===== src/hdl/spi_access_pkg.sv =====
// constants and types for the serial register access port
// Notes on behaviour
// - the host holds chip select low for a whole transaction and the data output floats while it is high.
// - the serial clock idles low, outputs change on its falling edge and inputs are sampled on its rising edge;
//   each byte after the first loads its msb just after the rising edge ending the byte before.
// - every transfer unit is one byte shifted most significant bit first in both directions.
// - the top bit of the first (command) byte selects single-register mode at 0 and burst mode at 1.
// - the next bit of the command byte selects read at 0 and write at 1.
// - the low six bits of the command byte are the register address.
// - while the command byte shifts in, the contents of register 0x00 shift out.
// - a single read returns the addressed register in the second byte and ignores the incoming byte.
// - a single write takes the new value from the second byte while the output sends 0x00.
// - in burst mode each further byte uses the next address, holding at 0x3f once reached.
// - a burst runs until chip select rises, after which the next low period is a new transaction.
// - address 0x3f is the fifo port, pushing to the transmit fifo or popping from the receive fifo.
// - after power-on and after leaving shutdown every register holds its default value.
package spi_access_pkg;
    localparam int          BYTE_W        = 8;
    localparam int          ADDR_W        = 6;
    localparam int          REG_COUNT     = 63;       // 0x00..0x3e
    localparam int          CMD_BURST_BIT = 7;
    localparam int          CMD_WRITE_BIT = 6;
    localparam logic [5:0]  STATUS_ADDR   = 6'h00;
    localparam logic [5:0]  FIFO_ADDR     = 6'h3f;
    localparam logic [7:0]  REG_RESET     = 8'h00;
    localparam logic [7:0]  WRITE_FILLER  = 8'h00;
    localparam logic [7:0]  EMPTY_READ    = 8'h00;
    localparam logic [2:0]  LAST_BIT      = 3'h7;
    localparam logic [2:0]  BIT_ZERO      = 3'h0;
    localparam logic [5:0]  ADDR_STEP     = 6'h01;
    localparam logic [1:0]  SYNC_ZERO     = 2'h0;
    localparam logic [1:0]  SYNC_ONE      = 2'h3;

    // transaction phase, gray along command -> data -> done
    typedef enum logic [1:0] {
        PH_CMD  = 2'b00,
        PH_DATA = 2'b01,
        PH_DONE = 2'b11
    } phase_type;
endpackage


===== src/hdl/spi_register_access_slave.sv =====
// serial register access port with register file and fifo window
`timescale 1ns/100ps
module spi_register_access_slave #(
    parameter int DATA_W = spi_access_pkg::BYTE_W
) (
    input  wire logic                              ref_clk,
    input  wire logic                              rst_n,
    input  wire logic                              shutdown,
    input  wire logic                              sck,
    input  wire logic                              csn,
    input  wire logic                              mosi,
    output logic                                   miso_out,
    output logic                                   miso_oe_n,
    output logic                                   tx_valid,
    input  wire logic                              tx_ready,
    output logic [DATA_W-1:0]                      tx_data,
    input  wire logic                              rx_valid,
    output logic                                   rx_ready,
    input  wire logic [DATA_W-1:0]                 rx_data,
    output logic                                   wr_pulse,
    output logic [spi_access_pkg::ADDR_W-1:0]      wr_addr,
    output logic [DATA_W-1:0]                      wr_data,
    output logic                                   tx_drop
);
    import spi_access_pkg::*;

    logic                 reset_all;
    logic [1:0]           sck_sync_reg;
    logic [1:0]           csn_sync_reg;
    logic [1:0]           mosi_sync_reg;
    logic                 sck_prev_reg, csn_prev_reg;
    logic                 sck_rise, sck_fall, cs_fall, cs_high;
    logic [2:0]           bit_cnt_reg;
    logic [DATA_W-1:0]    in_sh_reg;
    logic [DATA_W-1:0]    in_byte;
    logic                 byte_done;
    phase_type            phase_reg;
    logic                 burst_reg, write_reg;
    logic [ADDR_W-1:0]    addr_reg;
    logic [DATA_W-1:0]    out_sh_reg;
    logic                 fresh_reg, load_pend_reg, load_zero_reg;
    logic [ADDR_W-1:0]    load_addr_reg;
    logic                 oe_n_reg, rx_ready_reg;
    logic [DATA_W-1:0]    mem_reg [REG_COUNT];
    logic                 wr_en, push_en, buf_ready;
    logic                 tx_valid_reg, skid_valid_reg;
    logic [DATA_W-1:0]    tx_data_reg;
    logic [DATA_W-1:0]    skid_data_reg;
    logic                 wr_pulse_reg, tx_drop_reg;
    logic [ADDR_W-1:0]    wr_addr_reg;
    logic [DATA_W-1:0]    wr_data_reg;
    logic [ADDR_W-1:0]    next_addr;
    logic                 next_zero;

    // shutdown exit reloads defaults just like power-on
    assign reset_all = !rst_n || shutdown;
    // two-stage synchronisers; csn resets to deselected
    always_ff @(posedge ref_clk)
    begin
        if (reset_all)
        begin
            sck_sync_reg  <= SYNC_ZERO;
            csn_sync_reg  <= SYNC_ONE;
            mosi_sync_reg <= SYNC_ZERO;
            sck_prev_reg  <= 1'b0;
            csn_prev_reg  <= 1'b1;
        end
        else
        begin
            sck_sync_reg  <= {sck_sync_reg[0], sck};
            csn_sync_reg  <= {csn_sync_reg[0], csn};
            mosi_sync_reg <= {mosi_sync_reg[0], mosi};
            sck_prev_reg  <= sck_sync_reg[1];
            csn_prev_reg  <= csn_sync_reg[1];
        end
    end

    // edges only count while selected
    assign cs_high   = csn_sync_reg[1];
    assign cs_fall   = csn_prev_reg && !cs_high;
    assign sck_rise  = !cs_high && sck_sync_reg[1] && !sck_prev_reg;
    assign sck_fall  = !cs_high && !sck_sync_reg[1] && sck_prev_reg;
    assign in_byte   = {in_sh_reg[DATA_W-2:0], mosi_sync_reg[1]};
    assign byte_done = sck_rise && (bit_cnt_reg == LAST_BIT);
    // input shifter and bit counter
    always_ff @(posedge ref_clk)
    begin
        if (reset_all || cs_high)
        begin
            bit_cnt_reg <= BIT_ZERO;
            in_sh_reg   <= REG_RESET;
        end
        else if (sck_rise)
        begin
            bit_cnt_reg <= bit_cnt_reg + 3'h1;
            in_sh_reg   <= in_byte;
        end
    end
    // address that the byte after this one will use
    always_comb
    begin
        next_addr = addr_reg;
        next_zero = 1'b1;
        if (phase_reg == PH_CMD)
        begin
            next_addr = in_byte[ADDR_W-1:0];
            next_zero = in_byte[CMD_WRITE_BIT];
        end
        else if (phase_reg == PH_DATA && burst_reg)
        begin
            next_zero = write_reg;
            if (addr_reg != FIFO_ADDR)
                next_addr = addr_reg + ADDR_STEP;
        end
    end

    // transaction phase; ends only on chip select high
    always_ff @(posedge ref_clk)
    begin
        if (reset_all || cs_high)
        begin
            phase_reg <= PH_CMD;
            burst_reg <= 1'b0;
            write_reg <= 1'b0;
            addr_reg  <= STATUS_ADDR;
        end
        else if (byte_done)
        begin
            addr_reg <= next_addr;
            unique case (phase_reg)
                PH_CMD:
                begin
                    burst_reg <= in_byte[CMD_BURST_BIT];
                    write_reg <= in_byte[CMD_WRITE_BIT];
                    phase_reg <= PH_DATA;
                end
                PH_DATA:
                    if (!burst_reg)
                        phase_reg <= PH_DONE;
                PH_DONE:
                    phase_reg <= PH_DONE;   // extra bytes are ignored
                default:
                    phase_reg <= PH_CMD;
            endcase
        end
    end
    // a write lands only on a completed data byte
    assign wr_en   = byte_done && phase_reg == PH_DATA && write_reg
                     && addr_reg != FIFO_ADDR;
    assign push_en = byte_done && phase_reg == PH_DATA && write_reg
                     && addr_reg == FIFO_ADDR;

    // register file, one process per entry
    generate
        for (genvar i = 0; i < REG_COUNT; i++)
        begin : g_reg
            always_ff @(posedge ref_clk)
            begin
                if (reset_all)
                    mem_reg[i] <= REG_RESET;
                else if (wr_en && addr_reg == ADDR_W'(i))
                    mem_reg[i] <= in_byte;
            end
        end
    endgenerate

    // write notification towards the rest of the chip
    always_ff @(posedge ref_clk)
    begin
        if (reset_all)
        begin
            wr_pulse_reg <= 1'b0;
            wr_addr_reg  <= STATUS_ADDR;
            wr_data_reg  <= REG_RESET;
            tx_drop_reg  <= 1'b0;
        end
        else
        begin
            wr_pulse_reg <= wr_en;
            tx_drop_reg  <= push_en && !buf_ready;  // host cannot be stalled
            if (wr_en)
            begin
                wr_addr_reg <= addr_reg;
                wr_data_reg <= in_byte;
            end
        end
    end

    // schedule the next output byte; fifo pops ride the load cycle
    always_ff @(posedge ref_clk)
    begin
        if (reset_all || cs_high)
        begin
            load_pend_reg <= 1'b0;
            load_zero_reg <= 1'b1;
            load_addr_reg <= STATUS_ADDR;
            rx_ready_reg  <= 1'b0;
        end
        else
        begin
            load_pend_reg <= byte_done;
            rx_ready_reg  <= byte_done && phase_reg != PH_DONE && !next_zero
                             && next_addr == FIFO_ADDR;
            if (byte_done)
            begin
                load_zero_reg <= next_zero || phase_reg != PH_CMD && !burst_reg;
                load_addr_reg <= next_addr;
            end
        end
    end

    // output shifter: first bit is set up before the first rising edge
    always_ff @(posedge ref_clk)
    begin
        if (reset_all)
        begin
            out_sh_reg <= REG_RESET;
            fresh_reg  <= 1'b0;
        end
        else if (cs_fall)
        begin
            out_sh_reg <= mem_reg[STATUS_ADDR];
            fresh_reg  <= 1'b0;
        end
        else if (load_pend_reg)
        begin
            fresh_reg <= 1'b1;
            if (load_zero_reg)
                out_sh_reg <= WRITE_FILLER;
            else if (load_addr_reg == FIFO_ADDR)
                out_sh_reg <= rx_valid ? rx_data : EMPTY_READ;
            else
                out_sh_reg <= mem_reg[load_addr_reg];
        end
        else if (sck_fall)
        begin
            // the fall after a byte's last bit shows the new msb as loaded
            fresh_reg <= 1'b0;
            if (!fresh_reg)
                out_sh_reg <= {out_sh_reg[DATA_W-2:0], 1'b0};
        end
    end

    // output enable follows the synchronised select
    always_ff @(posedge ref_clk)
    begin
        if (reset_all)
            oe_n_reg <= 1'b1;
        else
            oe_n_reg <= cs_high;
    end

    // two-entry skid buffer towards the transmit fifo
    // a stage that drains this cycle frees room, so no false drop
    assign buf_ready = !skid_valid_reg || tx_ready;
    always_ff @(posedge ref_clk)
    begin
        if (reset_all)
        begin
            tx_valid_reg   <= 1'b0;
            tx_data_reg    <= REG_RESET;
            skid_valid_reg <= 1'b0;
            skid_data_reg  <= REG_RESET;
        end
        else if (!tx_valid_reg || tx_ready)
        begin
            if (skid_valid_reg)
            begin
                tx_valid_reg   <= 1'b1;
                tx_data_reg    <= skid_data_reg;
                skid_valid_reg <= push_en;
                if (push_en)
                    skid_data_reg <= in_byte;
            end
            else
            begin
                tx_valid_reg <= push_en;
                if (push_en)
                    tx_data_reg <= in_byte;
            end
        end
        else if (push_en && buf_ready)
        begin
            skid_valid_reg <= 1'b1;
            skid_data_reg  <= in_byte;
        end
    end

    assign miso_out  = out_sh_reg[DATA_W-1];
    assign miso_oe_n = oe_n_reg;
    assign tx_valid  = tx_valid_reg;
    assign tx_data   = tx_data_reg;
    assign rx_ready  = rx_ready_reg;
    assign wr_pulse  = wr_pulse_reg;
    assign wr_addr   = wr_addr_reg;
    assign wr_data   = wr_data_reg;
    assign tx_drop   = tx_drop_reg;
endmodule // spi_register_access_slave


===== config.mk =====
export PLATFORM = sky130hd
export DESIGN_NAME = spi_register_access_slave
export DESIGN_NICKNAME = d
export VERILOG_FILES = /design/src/hdl/spi_access_pkg.sv /design/src/hdl/spi_register_access_slave.sv
export SDC_FILE = /design/constraint.sdc
export NUM_CORES = 1
export LEC_CHECK = 0
export ABC_AREA = 1
export ABC_CLOCK_PERIOD_IN_PS = 5170
export BUFFER_PORTS_ARGS = -buffer_cell sky130_fd_sc_hd__buf_2
export CORE_ASPECT_RATIO = 1.2
export CORE_MARGIN = 3
export CORE_UTILIZATION = 45
export DETAILED_ROUTE_END_ITERATION = 12
export PLACE_DENSITY = 0.69
export SYNTH_ARGS = -nofsm -noshare
export SYNTH_HDL_FRONTEND = slang
export SYNTH_SLANG_ARGS = --single-unit
export TNS_END_PERCENT = 100

===== constraint.sdc =====
create_clock -name ref_clk -period 5.17 [get_ports ref_clk]
set_input_delay 0.2585 -clock ref_clk [delete_from_list [all_inputs] [get_ports ref_clk]]
set_output_delay 0.2585 -clock ref_clk [all_outputs]
set_load 0.05 [all_outputs]

# Yosys cells after proc, flatten, opt, wreduce, memory -nomap -nowiden
# Memories as Yosys holds them, arrays and structs flattened. A register that Yosys moved wholly into a read port is not among the register bits.
# Index checks and enable logic that the tools add are counted.
# op_classes
addsub	2
n_eq_ne	73
n_mux	281
bitwise_logic	63
n_reduce_logical	107
# op_table
op	n
8-bit two-way mux	75
1-bit two-way mux	199
6-bit equality test (second input constant)	33
6-bit by 5-bit equality test with 1-bit output (second input constant)	16
1-bit logical AND	80
1-bit OR	63
6-bit by 4-bit equality test with 1-bit output (second input constant)	8
6-bit two-way mux	5
6-bit by 3-bit equality test with 1-bit output (second input constant)	4
6-bit by 2-bit equality test with 1-bit output (second input constant)	2
1-bit zero test	9
2-bit inequality test (second input constant)	4
2-bit AND reduction	4
2-bit nonzero test	4
6-bit by 1-bit adder with 6-bit output (second input constant)	1
6-bit by 1-bit equality test with 1-bit output (second input constant)	1
6-bit zero test	1
6-bit inequality test (second input constant)	1
2-bit one-hot mux with 3 select lines	1
1-bit logical OR	5
3-bit by 1-bit adder with 3-bit output (second input constant)	1
3-bit equality test (second input constant)	1
3-bit by 2-bit inequality test with 1-bit output (second input constant)	1
3-bit AND reduction	1
other kinds (6)	6
# totals
regBits	74
mem_bits_rw	504
inputBits	16
output_inout_bits	28
elab_cells	551
memories	1
# memory_table
memory	depth	width	rd	rd_ports_with_merged_regs	wr	line	text
mem_reg	63	8	2	1	63	spi_register_access_slave.sv:44	logic [DATA_W-1:0] mem_reg [REG_COUNT];

# Logic depth before layout (Yosys ltp)
# depth
depth_word	12
ltp_mapped	16
ltp_nobuf	14

# Worst setup path before layout
# No wires, ideal clock.
# synth_path
path_type	flip-flop to flip-flop
startpoint	reg load_addr_reg[0] (netlist name)
endpoint	mem mem_reg[18][0] (netlist name) (enable)
setup_ps	384
arrival_time_ps	2224
t_required_ps	4786
setup_slack_ps	2562
path_stages_with_launch	11
n_path_buf	0
synth_period_minus_slack_ps	2608
path_cell_list	dfxtp_1 -> ha_1 -> inv_1 -> nor2_1 -> nand2_1 -> inv_2 -> nor2_4 -> nand2_1 -> nor2_4 -> inv_1 -> o21ai_0
# synth_rtl
element	line
end: declaration	spi_register_access_slave.sv:44

==> summary.txt <==
Cells and area
  • Area Overhead vs Synth: 10.3%
  • Layout net count: 2867
  • Commonest cells after routing, fill and taps aside: 713 x nand2_1, 570 x nor2_1, 504 x edfxtp_1
  • Final Instance Area: 29200 µm²
  • Fillers: 5241
  • Max FFs per register: 504
  • Flip-flop and latch area: 16700 µm²
  • Multi-input logic area: 8680 µm²
  • Post-route non-filler standard cell count: 3673
  • Commonest non-fill, non-tap cell in the layout: nand2_1
  • Share of cells above drive strength 1: 8.38%

Route
  • WL per Instance: 21.0 µm
  • Iter 0 DRT Violations: 2770
  • WL final: 77200 µm
  • DRC violations left: 0
  • Via-per-instance ratio: 5.74
  • Final ANT Viol Nets: 0
  • Initial DRT Pass Iterations: 6
  • Via count: 21075

Timing
  • Part of the cycle the worst path needs: 70.1%
  • Final setup fails: 0
  • RSZ-0062 raised after global routing: no
  • Post-route setup TNS: 0 ns
  • Fmax: 276 MHz
  • Clock Skews: 0.0217 ns
  • Pins over their slew limit: 0
  • WHS: 0.0125 ns
  • Endpoints failing hold: 0
  • Slew @ Worst Pin: 1.36 ns
  • Slew margin rel.: 9.53%
  • Min Tclk post-route: 3.62 ns

Placement
  • GPL Wtd Cong: 0.914
  • Port bufs: 43
  • Placed Instance Area: 27500 µm²
  • HPWL after detailed placement: 49000 µm
  • Placed Instances: 3571

Clock tree
  • Clock Root Buffer: clkbuf_16
  • Postcts setup bufs: 0
  • CTS Buffer Depth: 3
  • Hold buffers post-CTS: 4
  • Clock transition at path regs: 0.07 ns
  • Post_cts resized: 0
  • Total CTS buffers: 52
  • Worst-skew pair later-pin latency: 0.59 ns
  • H-tree depth: 2
  • CTS sink count: 584
  • CTS tree: yes

Synth
  • Synth Area per Inst: 9.23 µm²
  • Number of synthesized flops with an enable pin: 504
  • Synth Warn #: 0
  • Synth Area in XOR/XNOR: 0%
  • Ys flop type: edfxtp_1
  • Asr flop ratio synth: 0%
  • Synth top area share: 57.1%
  • Simple-Gate Fraction of Synth Area: 28.5%
  • Post-synth top area cell: edfxtp_1
  • Mux contribution to synthesized area: 0%
  • Compound-Gate Fraction of Synth Area: 3.97%
  • Syn Inst Count: 2870
  • Synth top area cells: edfxtp_1 57%, nand2_1 10%, nand3_1 9.0%
  • Mapped Area: 26500 µm²
  • Post-synth cell types: 33
  • Synth Area in Adders: 0.283%
  • Nets in the synthesized netlist: 2892
  • Seq/Total Area, Yosys: 63.2%
  • Synth Register Bits: 584
  • Largest family of logic cells by synthesized area: simple AND/OR/NAND/NOR gates

Critical path
  • Crit path max fanout: 28
  • Worst Path Required: 5.39 ns
  • Startpoint types: register
  • CP Data Arrival Time: 3.84 ns
  • Critical path type: reg2reg
  • Register-to-register path setup slack: 1.55 ns
  • CP endpoint kind: register

Global routing
  • Initial antenna violation count: 1
  • Global-route wire length before repair: 118000 µm
  • Aggregate global-route resource usage: 24.9%
  • Largest net degree at the start of global routing: 249
  • Grt total ovfl: 0
  • Vias in the first global route: 20353

Pwr
  • P per Cell Area: 326 nW/µm²
  • Switching Power: 2.00 mW
  • Seq pwr share: 56.2%
  • Int Power: 7.54 mW
  • Logic pwr share: 3.2%
  • Clock share of power: 40.6%
  • Max VDD drop: 0.000260 V
  • Lkg Pwr: 10.5 nW
  • Sw frac: 21.0%

Run
  • Max Cap Viol: 0

Die
  • Site row count: 96
  • Ports: 44
  • Die Y: 272 µm
  • Die X: 228 µm
  • Placeable Area: 57800 µm²
  • Initial Utilization: 45.9%
  • Die ar.: 61900 µm²

Run status
  • Status: completed

Hold path
  • Type of the tightest min-delay check: in2reg
[power groups by stage]
stage | Clock [mW] | Combinational, mW | Sequential (mW)
floorplan | 0 | 0.179 | 5.44
global placement | 0 | 0.293 | 5.46
detailed placement | 0 | 0.299 | 5.47
CTS | 3.89 | 0.302 | 5.36
global route | 4.08 | 0.333 | 5.38
finish | 3.87 | 0.305 | 5.36
[per-stage QoR]
step           utilization (%)  worst slack [ns]  power, mW
3_5_place_dp              47.6              1.64       5.76
6_report                  50.6              1.55       9.54
4_1_cts                   50.6              1.63       9.56
5_1_grt                   50.6              1.24       9.79
3_3_place_gp              47.6              1.80       5.75
2_1_floorplan                -              2.56       5.62
[layout make-up]
class | count | area share [%]
antenna | 1 | 0.00856
tap | 784 | 3.36
clock inverter | 33 | 1.04
multi-input combinational | 2005 | 29.7
inverter | 85 | 1.12
sequential | 584 | 57.3
clock buffer | 64 | 4.71
timing repair buffer | 117 | 2.80
[synth_stat cells (2+ instances only)]
cell type	number
dfxtp_1	80
buf_1	30
a31oi_1	8
o21ai_0	122
or2_2	3
edfxtp_1	504
nand3_2	16
nor3b_1	2
nand3_1	476
o22ai_1	4
a21oi_1	49
nand4_1	3
nand2_1	713
clkinv_1	4
ha_1	6
buf_2	27
a221oi_1	7
clkbuf_1	138
inv_1	70
nor2_1	572
nor3_1	7
a22oi_1	4
inv_2	11
nor2_4	4
o211ai_1	2
[critical path, cell delays in order, from the launching register on]
cell and delay (ns):
dfxtp_1 0.37, ha_1 0.27, inv_1 0.23, nor2_1 0.12, nand2_1 0.37, nand2_1 0.18
inv_2 0.41, nand2_1 0.33, o21ai_0 0.94
[cells by family (layout without fill, tap and decap cells)]
group / Yosys count / count (layout)
AOI/OAI and AO/OA: 198 / 198
DFF: 584 / 584
adders and majority gates: 6 / 6
and+or+nand+nor: 1801 / 1801
other: 0 / 1
buffers and inverters: 281 / 299
[path summary, 6_finish.rpt]
check / startpoint / end / cells after the start
setup / recovery: load_addr_reg[0] / mem_reg[39][1] / 8
hold / removal: rx_data[7] / out_sh_reg[7] / 5
setup reg to reg: load_addr_reg[0] / mem_reg[39][1] / 8
hold reg to reg: mosi_sync_reg[0] / mosi_sync_reg[1] / 2
[routing by layer]
metal  GRT usage, %  vias up  part of all wire [%]
li1               -     9617                     -
met4           14.8        0                   6.8
met3           3.59      263                   9.0
met5              0        -                     0
met1           32.3    10055                    38
met2           39.6     1140                    47
No activity file was read; power rests on OpenSTA's default activity.
